<file path="src/verilog/cvf_pkg.sv">
// Constants and types shared by both ends of the component video format converter.
// Assumes one 100 MHz sample clock shared by both ends.
package cvf_pkg;
  localparam int CVF_W = 8;              // Sample word width, 256-level scale
  localparam int CVF_CODE_MIN = 0;       // Studio code kept for sync words
  localparam int CVF_CODE_MAX = 255;     // Studio code kept for sync words
  localparam int CVF_Y_BLACK = 16;       // Black level in both codings
  localparam int CVF_STUDIO_Y_SPAN = 219;
  localparam int CVF_STUDIO_Y_MAX = CVF_Y_BLACK + CVF_STUDIO_Y_SPAN;
  localparam int CVF_C_ZERO = 128;       // Studio colour-difference zero
  localparam int CVF_C_MIN = 16;         // 225-level chroma span lower end
  localparam int CVF_C_MAX = 240;        // 225-level chroma span upper end
  localparam int CVF_STUDIO_CF_Y = 219;
  localparam int CVF_STUDIO_CF_U = 126;
  localparam int CVF_STUDIO_CF_V = 160;
  localparam int CVF_RCV_CF_Y = 192;
  localparam int CVF_RCV_CF_U = 144;     // Three quarters of 192
  localparam int CVF_RCV_CF_V = 192;
  localparam int CVF_GAIN_SHIFT = 8;
  // Gains in 1/256 steps, rounded to nearest
  localparam int CVF_Y_GAIN =
    (CVF_RCV_CF_Y * 256 + CVF_STUDIO_CF_Y / 2) / CVF_STUDIO_CF_Y;
  localparam int CVF_U_GAIN =
    (CVF_RCV_CF_U * 256 + CVF_STUDIO_CF_U / 2) / CVF_STUDIO_CF_U;
  localparam int CVF_V_GAIN =
    (CVF_RCV_CF_V * 256 + CVF_STUDIO_CF_V / 2) / CVF_STUDIO_CF_V;
  localparam int CVF_BUF_DEPTH = 2;

  typedef enum logic [1:0] {
    CVF_PH_CB = 2'b00,
    CVF_PH_Y0 = 2'b01,
    CVF_PH_CR = 2'b10,
    CVF_PH_Y1 = 2'b11
  } cvf_phase_t;

  typedef struct packed {
    logic [7:0] y;
    logic [7:0] c;
    logic first;
  } cvf_beat_t;
endpackage

</file>
<file path="src/verilog/cvf_link_if.sv">
// Receiver-coded pixel link between the converter and downstream logic.
// Assumes both ends run on clk_sys; no clocking block.
`timescale 1ns/10ps
interface cvf_link_if;
  logic valid;       // Beat present
  logic ready;       // Receiver takes beat
  logic [7:0] y;     // Luma, straight binary
  logic [7:0] c;     // Chroma word or nibble in c[3:0]
  logic first;       // First chroma beat of a group
  modport dev (output valid, output y, output c, output first, input ready);
  modport rcv (input valid, input y, input c, input first, output ready);
endinterface

</file>
<file path="src/verilog/cvf_dev.sv">
// Converter end: studio word multiplex in, receiver-coded 4:2:2 or 4:1:1 beats out.
// Assumes inputs synchronous to clk_sys and a sink that honours valid/ready.
//
// Summary of operation
// - Samples are 8-bit words, 256-level scale.
// - Studio codes 0 and 255 never video.
// - Studio luma spans 220 levels, black 16.
// - Studio chroma 225 levels, zero at 128.
// - Studio gains 219+16, 126+128, 160+128.
// - Studio stream order Cb, Y, Cr, Y.
// - First three cosited; fourth next luma.
// - Output luma is 192 times Y plus 16.
// - Output chroma two's complement, 144 and 192.
// - Offset to two's complement flips MSB only.
// - Output multiplex in 4:1:1 or 4:2:2.
// - Decoded red difference scaled three quarters, one adder.
// - Downstream finishes three-quarter chroma equalisation.
// - Data at luma rate; luma eight lines.
`timescale 1ns/10ps
module cvf_dev
  import cvf_pkg::*;
(
  input wire logic clk_sys,                   // Sample clock
  input wire logic rstn,                      // Async reset, active low
  input wire logic [cvf_pkg::CVF_W-1:0] in_word, // Studio multiplex word
  input wire logic in_valid,                  // in_word present
  input wire logic in_sync,                   // in_word is a Cb word
  output logic in_ready,                      // Converter takes in_word
  input wire logic fmt_411,                   // 1: 4:1:1 output, 0: 4:2:2
  input wire logic mode_decoded,              // 1: input is decoder-coded
  output logic code_err,                      // Pulse: reserved code seen
  cvf_link_if.dev link                        // Receiver-coded output
);
  import cvf_pkg::*;

  typedef struct packed {
    cvf_phase_t phase;
    logic grp;
    logic [7:0] cb;
    logic [7:0] y0;
    logic [7:0] u_hold;
    logic [7:0] v_hold;
    logic [CVF_BUF_DEPTH-1:0] ent_v;
    cvf_beat_t [CVF_BUF_DEPTH-1:0] ent;
    logic in_ready;
    logic code_err;
  } cvf_dev_st_t;

  cvf_dev_st_t s;
  cvf_dev_st_t next_s;

  function automatic logic [7:0] cvf_sat_u8(input int v);
    if (v < 0) begin
      return 8'h00;
    end else if (v > CVF_CODE_MAX) begin
      return 8'hFF;
    end
    return 8'(v);
  endfunction

  // Studio word with reserved codes pulled one step inward
  function automatic logic [7:0] cvf_clean(input logic [7:0] d);
    if (int'(d) == CVF_CODE_MIN) begin
      return 8'(CVF_CODE_MIN + 1);
    end else if (int'(d) == CVF_CODE_MAX) begin
      return 8'(CVF_CODE_MAX - 1);
    end
    return d;
  endfunction

  function automatic logic [7:0] cvf_conv_y(input logic [7:0] d, input logic dec);
    int v;
    v = 0;
    if (dec) begin
      return d;
    end
    // Studio luma is confined to black..black+219 before rescaling
    v = int'(d);
    if (v < CVF_Y_BLACK) begin
      v = CVF_Y_BLACK;
    end else if (v > CVF_STUDIO_Y_MAX) begin
      v = CVF_STUDIO_Y_MAX;
    end
    v = ((v - CVF_Y_BLACK) * CVF_Y_GAIN) >>> CVF_GAIN_SHIFT;
    return cvf_sat_u8(v + CVF_Y_BLACK);
  endfunction

  function automatic logic [7:0] cvf_conv_c(input logic [7:0] d, input int gain,
                                            input logic dec, input logic is_v);
    int v;
    logic [7:0] ob;
    v = 0;
    ob = 8'h00;
    if (dec) begin
      if (!is_v) begin
        return d;
      end
      // Three quarters as v minus v/4: one adder, cannot overflow
      v = int'($signed(d));
      return 8'(v - (v >>> 2));
    end
    v = int'(d);
    if (v < CVF_C_MIN) begin
      v = CVF_C_MIN;
    end else if (v > CVF_C_MAX) begin
      v = CVF_C_MAX;
    end
    v = ((v - CVF_C_ZERO) * gain) >>> CVF_GAIN_SHIFT;
    ob = cvf_sat_u8(v + CVF_C_ZERO);
    return {~ob[7], ob[6:0]};
  endfunction

  always_comb begin
    logic [7:0] w;
    logic take;
    logic push;
    logic pop;
    cvf_phase_t ph;
    cvf_beat_t pb;
    logic [7:0] uc;
    logic [7:0] vc;
    w = 8'h00;
    take = 1'b0;
    push = 1'b0;
    pop = 1'b0;
    ph = s.phase;
    pb = '0;
    uc = 8'h00;
    vc = 8'h00;
    next_s = s;
    next_s.code_err = 1'b0;

    take = in_valid && s.in_ready;
    w = mode_decoded ? in_word : cvf_clean(in_word);
    if (in_sync) begin
      ph = CVF_PH_CB;
    end
    if (take) begin
      if (!mode_decoded && (int'(in_word) == CVF_CODE_MIN ||
                            int'(in_word) == CVF_CODE_MAX)) begin
        next_s.code_err = 1'b1;
      end
      if (in_sync) begin
        next_s.grp = 1'b0;
      end
      unique case (ph)
        CVF_PH_CB: begin
          next_s.cb = w;
        end
        CVF_PH_Y0: begin
          next_s.y0 = w;
        end
        CVF_PH_CR: begin
          // Cb, Y0 and Cr describe one cosited position
          uc = cvf_conv_c(s.cb, CVF_U_GAIN, mode_decoded, 1'b0);
          vc = cvf_conv_c(w, CVF_V_GAIN, mode_decoded, 1'b1);
          if (!fmt_411 || !next_s.grp) begin
            next_s.u_hold = uc;
            next_s.v_hold = vc;
          end
          push = 1'b1;
          pb.y = cvf_conv_y(s.y0, mode_decoded);
          pb.first = !fmt_411 || !next_s.grp;
          if (!fmt_411) begin
            pb.c = uc;
          end else if (!next_s.grp) begin
            pb.c = {4'h0, uc[7:4]};
          end else begin
            pb.c = {4'h0, s.u_hold[3:0]};
          end
        end
        CVF_PH_Y1: begin
          // Fourth word is the next luma sample, paired with Cr
          push = 1'b1;
          pb.y = cvf_conv_y(w, mode_decoded);
          if (!fmt_411) begin
            pb.c = s.v_hold;
          end else if (!next_s.grp) begin
            pb.c = {4'h0, s.v_hold[7:4]};
          end else begin
            pb.c = {4'h0, s.v_hold[3:0]};
          end
          next_s.grp = fmt_411 ? !next_s.grp : 1'b0;
        end
      endcase
      next_s.phase = cvf_phase_t'(ph + 2'b01);
    end

    // Two-entry buffer; entry 0 always drives the link
    pop = s.ent_v[0] && link.ready;
    if (pop) begin
      next_s.ent[0] = s.ent[1];
      next_s.ent_v[0] = s.ent_v[1];
      next_s.ent_v[1] = 1'b0;
    end
    if (push) begin
      if (!next_s.ent_v[0]) begin
        next_s.ent[0] = pb;
        next_s.ent_v[0] = 1'b1;
      end else begin
        next_s.ent[1] = pb;
        next_s.ent_v[1] = 1'b1;
      end
    end
    // Ready is pessimistic by one cycle so it can come from a flop
    next_s.in_ready = !(next_s.ent_v[0] && next_s.ent_v[1]);
  end

  always_ff @(posedge clk_sys or negedge rstn) begin
    if (!rstn) begin
      s <= '0;
    end else begin
      s <= next_s;
    end
  end

  assign in_ready = s.in_ready;
  assign code_err = s.code_err;
  assign link.valid = s.ent_v[0];
  assign link.y = s.ent[0].y;
  assign link.c = s.ent[0].c;
  assign link.first = s.ent[0].first;
endmodule

</file>
<file path="src/flat_wrapper.sv">
// flat-port wrapper written by rule: the top's interface ports become plain ports
module cvf_dev_flat import cvf_pkg::*;
  (clk_sys, rstn, in_word, in_valid, in_sync, in_ready, fmt_411, mode_decoded, code_err, link_valid, link_y, link_c, link_first, link_ready);
  cvf_link_if link_i ();
  input wire logic clk_sys;
  input wire logic rstn;
  input wire logic [cvf_pkg::CVF_W-1:0] in_word;
  input wire logic in_valid;
  input wire logic in_sync;
  output logic in_ready;
  input wire logic fmt_411;
  input wire logic mode_decoded;
  output logic code_err;
  output wire logic [$bits(link_i.valid)-1:0] link_valid;
  output wire logic [$bits(link_i.y)-1:0] link_y;
  output wire logic [$bits(link_i.c)-1:0] link_c;
  output wire logic [$bits(link_i.first)-1:0] link_first;
  input wire logic [$bits(link_i.ready)-1:0] link_ready;
  assign link_valid = link_i.valid;
  assign link_y = link_i.y;
  assign link_c = link_i.c;
  assign link_first = link_i.first;
  assign link_i.ready = link_ready;
  cvf_dev u_core (.clk_sys(clk_sys), .rstn(rstn), .in_word(in_word), .in_valid(in_valid), .in_sync(in_sync), .in_ready(in_ready), .fmt_411(fmt_411), .mode_decoded(mode_decoded), .code_err(code_err), .link(link_i));
endmodule
</file>
<file path="config.mk">
export PLATFORM = sky130hd
export DESIGN_NAME = cvf_dev_flat
export DESIGN_NICKNAME = d
export VERILOG_FILES = /design/src/verilog/cvf_pkg.sv /design/src/verilog/cvf_link_if.sv /design/src/verilog/cvf_dev.sv /design/src/flat_wrapper.sv
export SDC_FILE = /design/constraint.sdc
export NUM_CORES = 1
export LEC_CHECK = 0
export ABC_CLOCK_PERIOD_IN_PS = 6680
export BUFFER_PORTS_ARGS = -buffer_cell sky130_fd_sc_hd__buf_2
export CAP_MARGIN = 10
export CORE_MARGIN = 3
export CORE_UTILIZATION = 50
export DETAILED_ROUTE_END_ITERATION = 16
export PLACE_DENSITY = 0.71
export SYNTH_ARGS = -nofsm -noshare
export SYNTH_HDL_FRONTEND = slang
export SYNTH_SLANG_ARGS = --single-unit
</file>
<file path="constraint.sdc">
create_clock -name clk_sys -period 6.68 [get_ports clk_sys]
set_input_delay 1.002 -clock clk_sys [delete_from_list [all_inputs] [get_ports clk_sys]]
set_output_delay 1.002 -clock clk_sys [all_outputs]
set_load 0.02 [all_outputs]
</file>
After elaboration in Yosys (flattened, before gate mapping):

Index checks and enable logic that the tools add are counted.
Widths: inputs -> output; s select.

* add/subtract/negate cells: 11
* multiply operators: 4
* order comparisons: 15
* equality and inequality tests: 4
* mux-type cells: 103
* bitwise operators: 2
* reduce and logical (&&, ||, !) cells: 17

Operator list (count)
* $mux 32: 16
* $mux 8: 37
* $gt 32x9->1 const B: 4
* $lt 32x1->1 const B: 4
* $mux 17: 4
* $mul 32x10->32 const B: 2
* $mul 32x4->27 const B: 2
* $sub 32x6->32 const B: 2
* $sub 32x9->32 const B: 2
* $add 24x6->25 const B: 2
* $add 24x9->25 const B: 2
* $mux 1: 40
* $mux 36: 1
* $gt 8x8->1 const B: 4
* $pmux 16 s2: 1
* $lt 8x5->1 const B: 3
* $sub 8x6->8: 2
* $eq 8x1->1 const B: 1
* $logic_not 8->1: 1
* $mux 4: 2
* $reduce_and 2->1: 3
* $eq 2x2->1 const B: 2
* $logic_and 1x1->1: 4
* $logic_not 1->1: 4
* other kinds (8): 11

* register bits: 69
* input bits: 15
* output and inout bits: 20
* logic and storage cells: 171

Longest topological paths before layout:

* word-level depth: 30
* depth in mapped cells: 28
* depth with buffers taken out: 26

Worst setup path after synthesis:

Ideal clock, no wire load.

* path type: input port to flip-flop
* start: input port in_word[7] in the netlist's numbering
* end: register u_core.s[39] in the netlist's numbering
* library setup time: 0.122 ns
* arrival: 7.167 ns
* required time: 6.558 ns
* path slack: -0.609 ns
* stages: 25
* path through: inv_1 ha_1 clkinv_1 nor3_1 nor2_1 inv_1 ha_1 ha_1 inv_1 fa_1 fa_1 inv_1 fa_1 ha_1 a2111oi_0 a211oi_1 o21a_1 o21a_1 nor2_1 xnor2_1 ha_1 a221o_1 a221oi_2 nand2_1 a32o_1

* cells in the longest elaborated chain, start to end: 25

Ends and longest elaborated chain
* start, declared: line flat_wrapper.sv:7 `input wire logic [cvf_pkg::CVF_W-1:0] in_word;`
* $eq 8x1->1: line cvf_dev.sv:65 `end else if (int'(d) == CVF_CODE_MAX) begin`
* $mux 1: line cvf_dev.sv:65
* $mux 1: line cvf_dev.sv:63 `if (int'(d) == CVF_CODE_MIN) begin`
* $mux 8: line cvf_dev.sv:68 `return d;`
* $mux 8 (*): line cvf_dev.sv:134 `w = mode_decoded ? in_word : cvf_clean(in_word);`
* $gt 8x8->1: line cvf_dev.sv:105 `end else if (v > CVF_C_MAX) begin`
* $mux 8: line cvf_dev.sv:105
* $mux 32: line cvf_dev.sv:103 `if (v < CVF_C_MIN) begin`
* (+9 left out)
* $mux 1: line cvf_dev.sv:102 `v = int'(d);`
* $mux 1: line cvf_dev.sv:146 `unique case (ph)`
* $mux 1: line cvf_dev.sv:138 `if (take) begin`
* $mux 8: line cvf_dev.sv:58 `return 8'(v);`
* $mux 8: line cvf_dev.sv:102
* $mux 8: line cvf_dev.sv:146
* $mux 8: line cvf_dev.sv:138
* $mux 8 (*): line cvf_dev.sv:102
* end signal, assigned: line cvf_dev.sv:213 `s <= next_s;`
* end, declared: line cvf_dev.sv:49 `cvf_dev_st_t s;`

Every way passes the cells marked *; elsewhere a longest branch is shown, timed or not. The select of a mux whose other input is x is not followed.
A chain may end at the register's enable or synchronous reset.

Worst setup path after layout:

* start: input port mode_decoded
* end: register u_core.s[39] in the netlist's numbering

* cells in the longest elaborated chain, start to end: 21

Ends and longest elaborated chain
* start, declared: line flat_wrapper.sv:12 `input wire logic mode_decoded;`
* $mux 8: line cvf_dev.sv:134
* $gt 8x8->1: line cvf_dev.sv:105
* $mux 8: line cvf_dev.sv:105
* $mux 32: line cvf_dev.sv:103
* $mux 32: line cvf_dev.sv:102
* $mux 32: line cvf_dev.sv:146
* $mux 32: line cvf_dev.sv:138
* $sub 32x9->32: line cvf_dev.sv:108 `v = ((v - CVF_C_ZERO) * gain) >>> CVF_GAIN_SHIFT;`
* (+5 left out)
* $mux 1: line cvf_dev.sv:102
* $mux 1: line cvf_dev.sv:146
* $mux 1: line cvf_dev.sv:138
* $mux 8: line cvf_dev.sv:58
* $mux 8: line cvf_dev.sv:102
* $mux 8: line cvf_dev.sv:146
* $mux 8: line cvf_dev.sv:138
* $mux 8 (*): line cvf_dev.sv:102

Marks and branches as above.

==> run metrics <==
run status=finished clean; largest net degree at the start of global routing=70; layout cell share with drive strength beyond 1=15.29%; reg-to-reg startpoint=u_core.s[68]$_DFFE_PN0P_; die height=154.6 µm; Buffers on Ports=34; Unique masters post-synth=85; hold-critical path depth=2; first-pass GRT wire length=47270 µm; Synth Area per Inst=between 7 and 8 µm²; vias per cell=~5.9; WL/cell=16.13 µm; Worst setup EP type=flip-flop; via count=a little over 10000; CTS buffer count=9; number of diodes=0; DP HPWL=21920 µm; GPL Wtd Cong=just over 0.9; Core Area=~0.021 mm²; # nets final=between 1500 and 2000; CTS H-tree lvls=3; Post-synth top flop=dfrtp_1; Sink Count=just under 70; P&R area growth vs syn=13.79%; Placement Setup Slack=-0.2957 ns; standard-cell row count=between 50 and 60; FF-to-FF setup slack=approximately 0.30 ns; DRT antenna net count=0; RSZ-0062 raised after global routing=yes; clk root buf=clkbuf_16; most common cell after layout, fill and taps aside=inv_1; crit path time final=approximately 6.5 ns; Post-CTS Hold Buffers=0; IO Pins=35; hold worst-path end=u_core.s[26]$_DFFE_PN0P_; slew at the pin closest to its max-slew limit=around 0.87 ns; CP Class=in2reg; Starting Density=51.72%; TritonRoute pass-1 iters=5; most frequent cells in the layout=inv_1 (160), ha_1 (136), nand2_1 (110); cell count after synthesis=1394; clock skew=about 0.008 ns; Arr. time, crit path=6.76 ns; latest clock arrival within the worst-skew pair=0.33 ns; GRT Resource Usage Total=approximately 23%; number of global-route vias before repair=between 9000 and 10000; Final Hold Viols=0; Yosys reg bits=69; CTS tree=built; Horiz. Die Dim=around 150 µm; Longest Clk Path Bufs=2; WHS=~0.48 ns; residual DRC count=0; critical hold path startpoint=u_core.s[26]$_DFFE_PN0P_; R2R cell count=25; Async S/R FF share, synth=100.0%; drt initial violations=between 800 and 900; Post-synth EDFFs=0; Mapped Area=~0.011 mm²; fmax=152.9 MHz; fillers=approximately 1900; startpoint types=input pin; Critical Path RT=between 6 and 7 ns; Synthesis Warnings=0; sequential area share after synthesis=between 10% and 20%; Setup WS post-layout=approximately 0.14 ns; clock-pin slew on the worst setup and hold paths=~0.06 ns; Hold Path Class=reg2reg; reg2reg end=u_core.link.c[0]$_DFF_PN0_; Layout Utilization=approximately 60%; Worst Path Max Fanout=6; initial antenna violation count=0; GRT overflow=0; DIE AREA=0.02391 mm²; Final Cycle Share=a little over nine tenths; Slew Limit Fails=0; maxcap violations=0; Rel. slew slack=41.70%; final setup fails=0; Routed Wire Length=about 28000 µm
==> final cells by class <==
type,instances,area (µm²),share of cell area [%]
multi-input combinational,1082,8633,68.70
sequential,69,1727,13.74
timing repair buffer,129,895.9,7.129
inverter,170,643.1,5.118
tap,275,344.1,2.738
clock buffer,10,239.0,1.902
clock inverter,5,83.83,0.6671
==> cell usage after synthesis, drive strengths merged, types with 34 or more instances <==
cell type	n	area, µm²
a21oi	78	390.4
clkbuf	58	217.7
nand3	35	175.2
fa	48	960.9
inv	168	630.6
a21o	34	255.2
o21ai	85	436.7
xnor2	42	367.9
nand2	112	422.9
ha	150	1877
dfrtp	69	1727
nor2	79	296.5
==> worst max-delay path, stage by stage <==
cell      delay [ns]
buf_6           0.09
nand4b_1        0.18
o31a_1          0.29
o31a_4          0.39
o21ai_4         0.15
inv_2           0.07
ha_4            0.27
ha_4            0.12
inv_2           0.03
fa_1            0.51
inv_2           0.04
fa_1            0.47
fa_1            0.57
ha_4            0.22
a21o_1          0.17
a21o_1          0.16
a21o_1          0.16
o21a_2          0.23
buf_4           0.14
a211o_1         0.25
nand2_2         0.10
ha_2            0.27
o21bai_2        0.21
a221oi_4        0.30
nand2_1         0.10
a32o_1          0.27
==> through the flow <==
stage | instance area (µm²) | cells | setup TNS, ns
final | 12570 | 1740 | 0
after global routing | 12570 | 1740 | -0.7204
after CTS | 12290 | 1727 | 0
after detailed placement | 11970 | 1712 | -1.942
after global placement | 11970 | 1712 | -1.138
after floorplan | 11200 | 1398 | 0
==> routing by layer <==
metal  GRT usage (%)  vias up  routed length (µm)
met3           2.658       18                1643
met4           2.944        0                 170
li1                -     5124                   -
met5               0        -                   0
met1           34.98     4802               13690
met2           36.75      306               12560
==> cells by family after synthesis <==
group | count (synthesis) | share of synthesized area [%]
flops | 69 | 15.64
simple gates | 395 | 17.98
xor+xnor | 59 | 4.679
buf+inv | 247 | 8.996
other cells | 2 | 0.06801
compound gates | 403 | 24.92
fa+ha+maj | 198 | 25.70
mux | 21 | 2.028
==> how the worst max path moves through the flow <==
stage / startpoint / to / slack [ns] / cells past startpoint
6_report: mode_decoded / u_core.s[39]$_DFFE_PN0P_ / 0.14 / 26
2_1_floorplan: mode_decoded / u_core.s[42]$_DFFE_PN0P_ / 0.04 / 23
4_1_cts: mode_decoded / u_core.s[41]$_DFFE_PN0P_ / 0.03 / 26
5_1_grt: mode_decoded / u_core.s[39]$_DFFE_PN0P_ / -0.14 / 25
3_3_place_gp: mode_decoded / u_core.s[42]$_DFFE_PN0P_ / -0.19 / 26
3_5_place_dp: mode_decoded / u_core.s[41]$_DFFE_PN0P_ / -0.30 / 26
==> flip-flops by register name, summed over array words and instances, names as in the netlist <==
signal	count
u_core.link.first	1
u_core.link.y	8
u_core.code_err	1
u_core.link.c	8
u_core.s	49
u_core.link.valid	1
u_core.in_ready	1
==> timing repair <==
item	in CTS	in global routing
resized for setup	0	37
setup endpoints to repair	0	20
buffers inserted	0	13
Power is not shown: default switching activity piles up to over one toggle a cycle in this logic, so the estimate is an artifact.
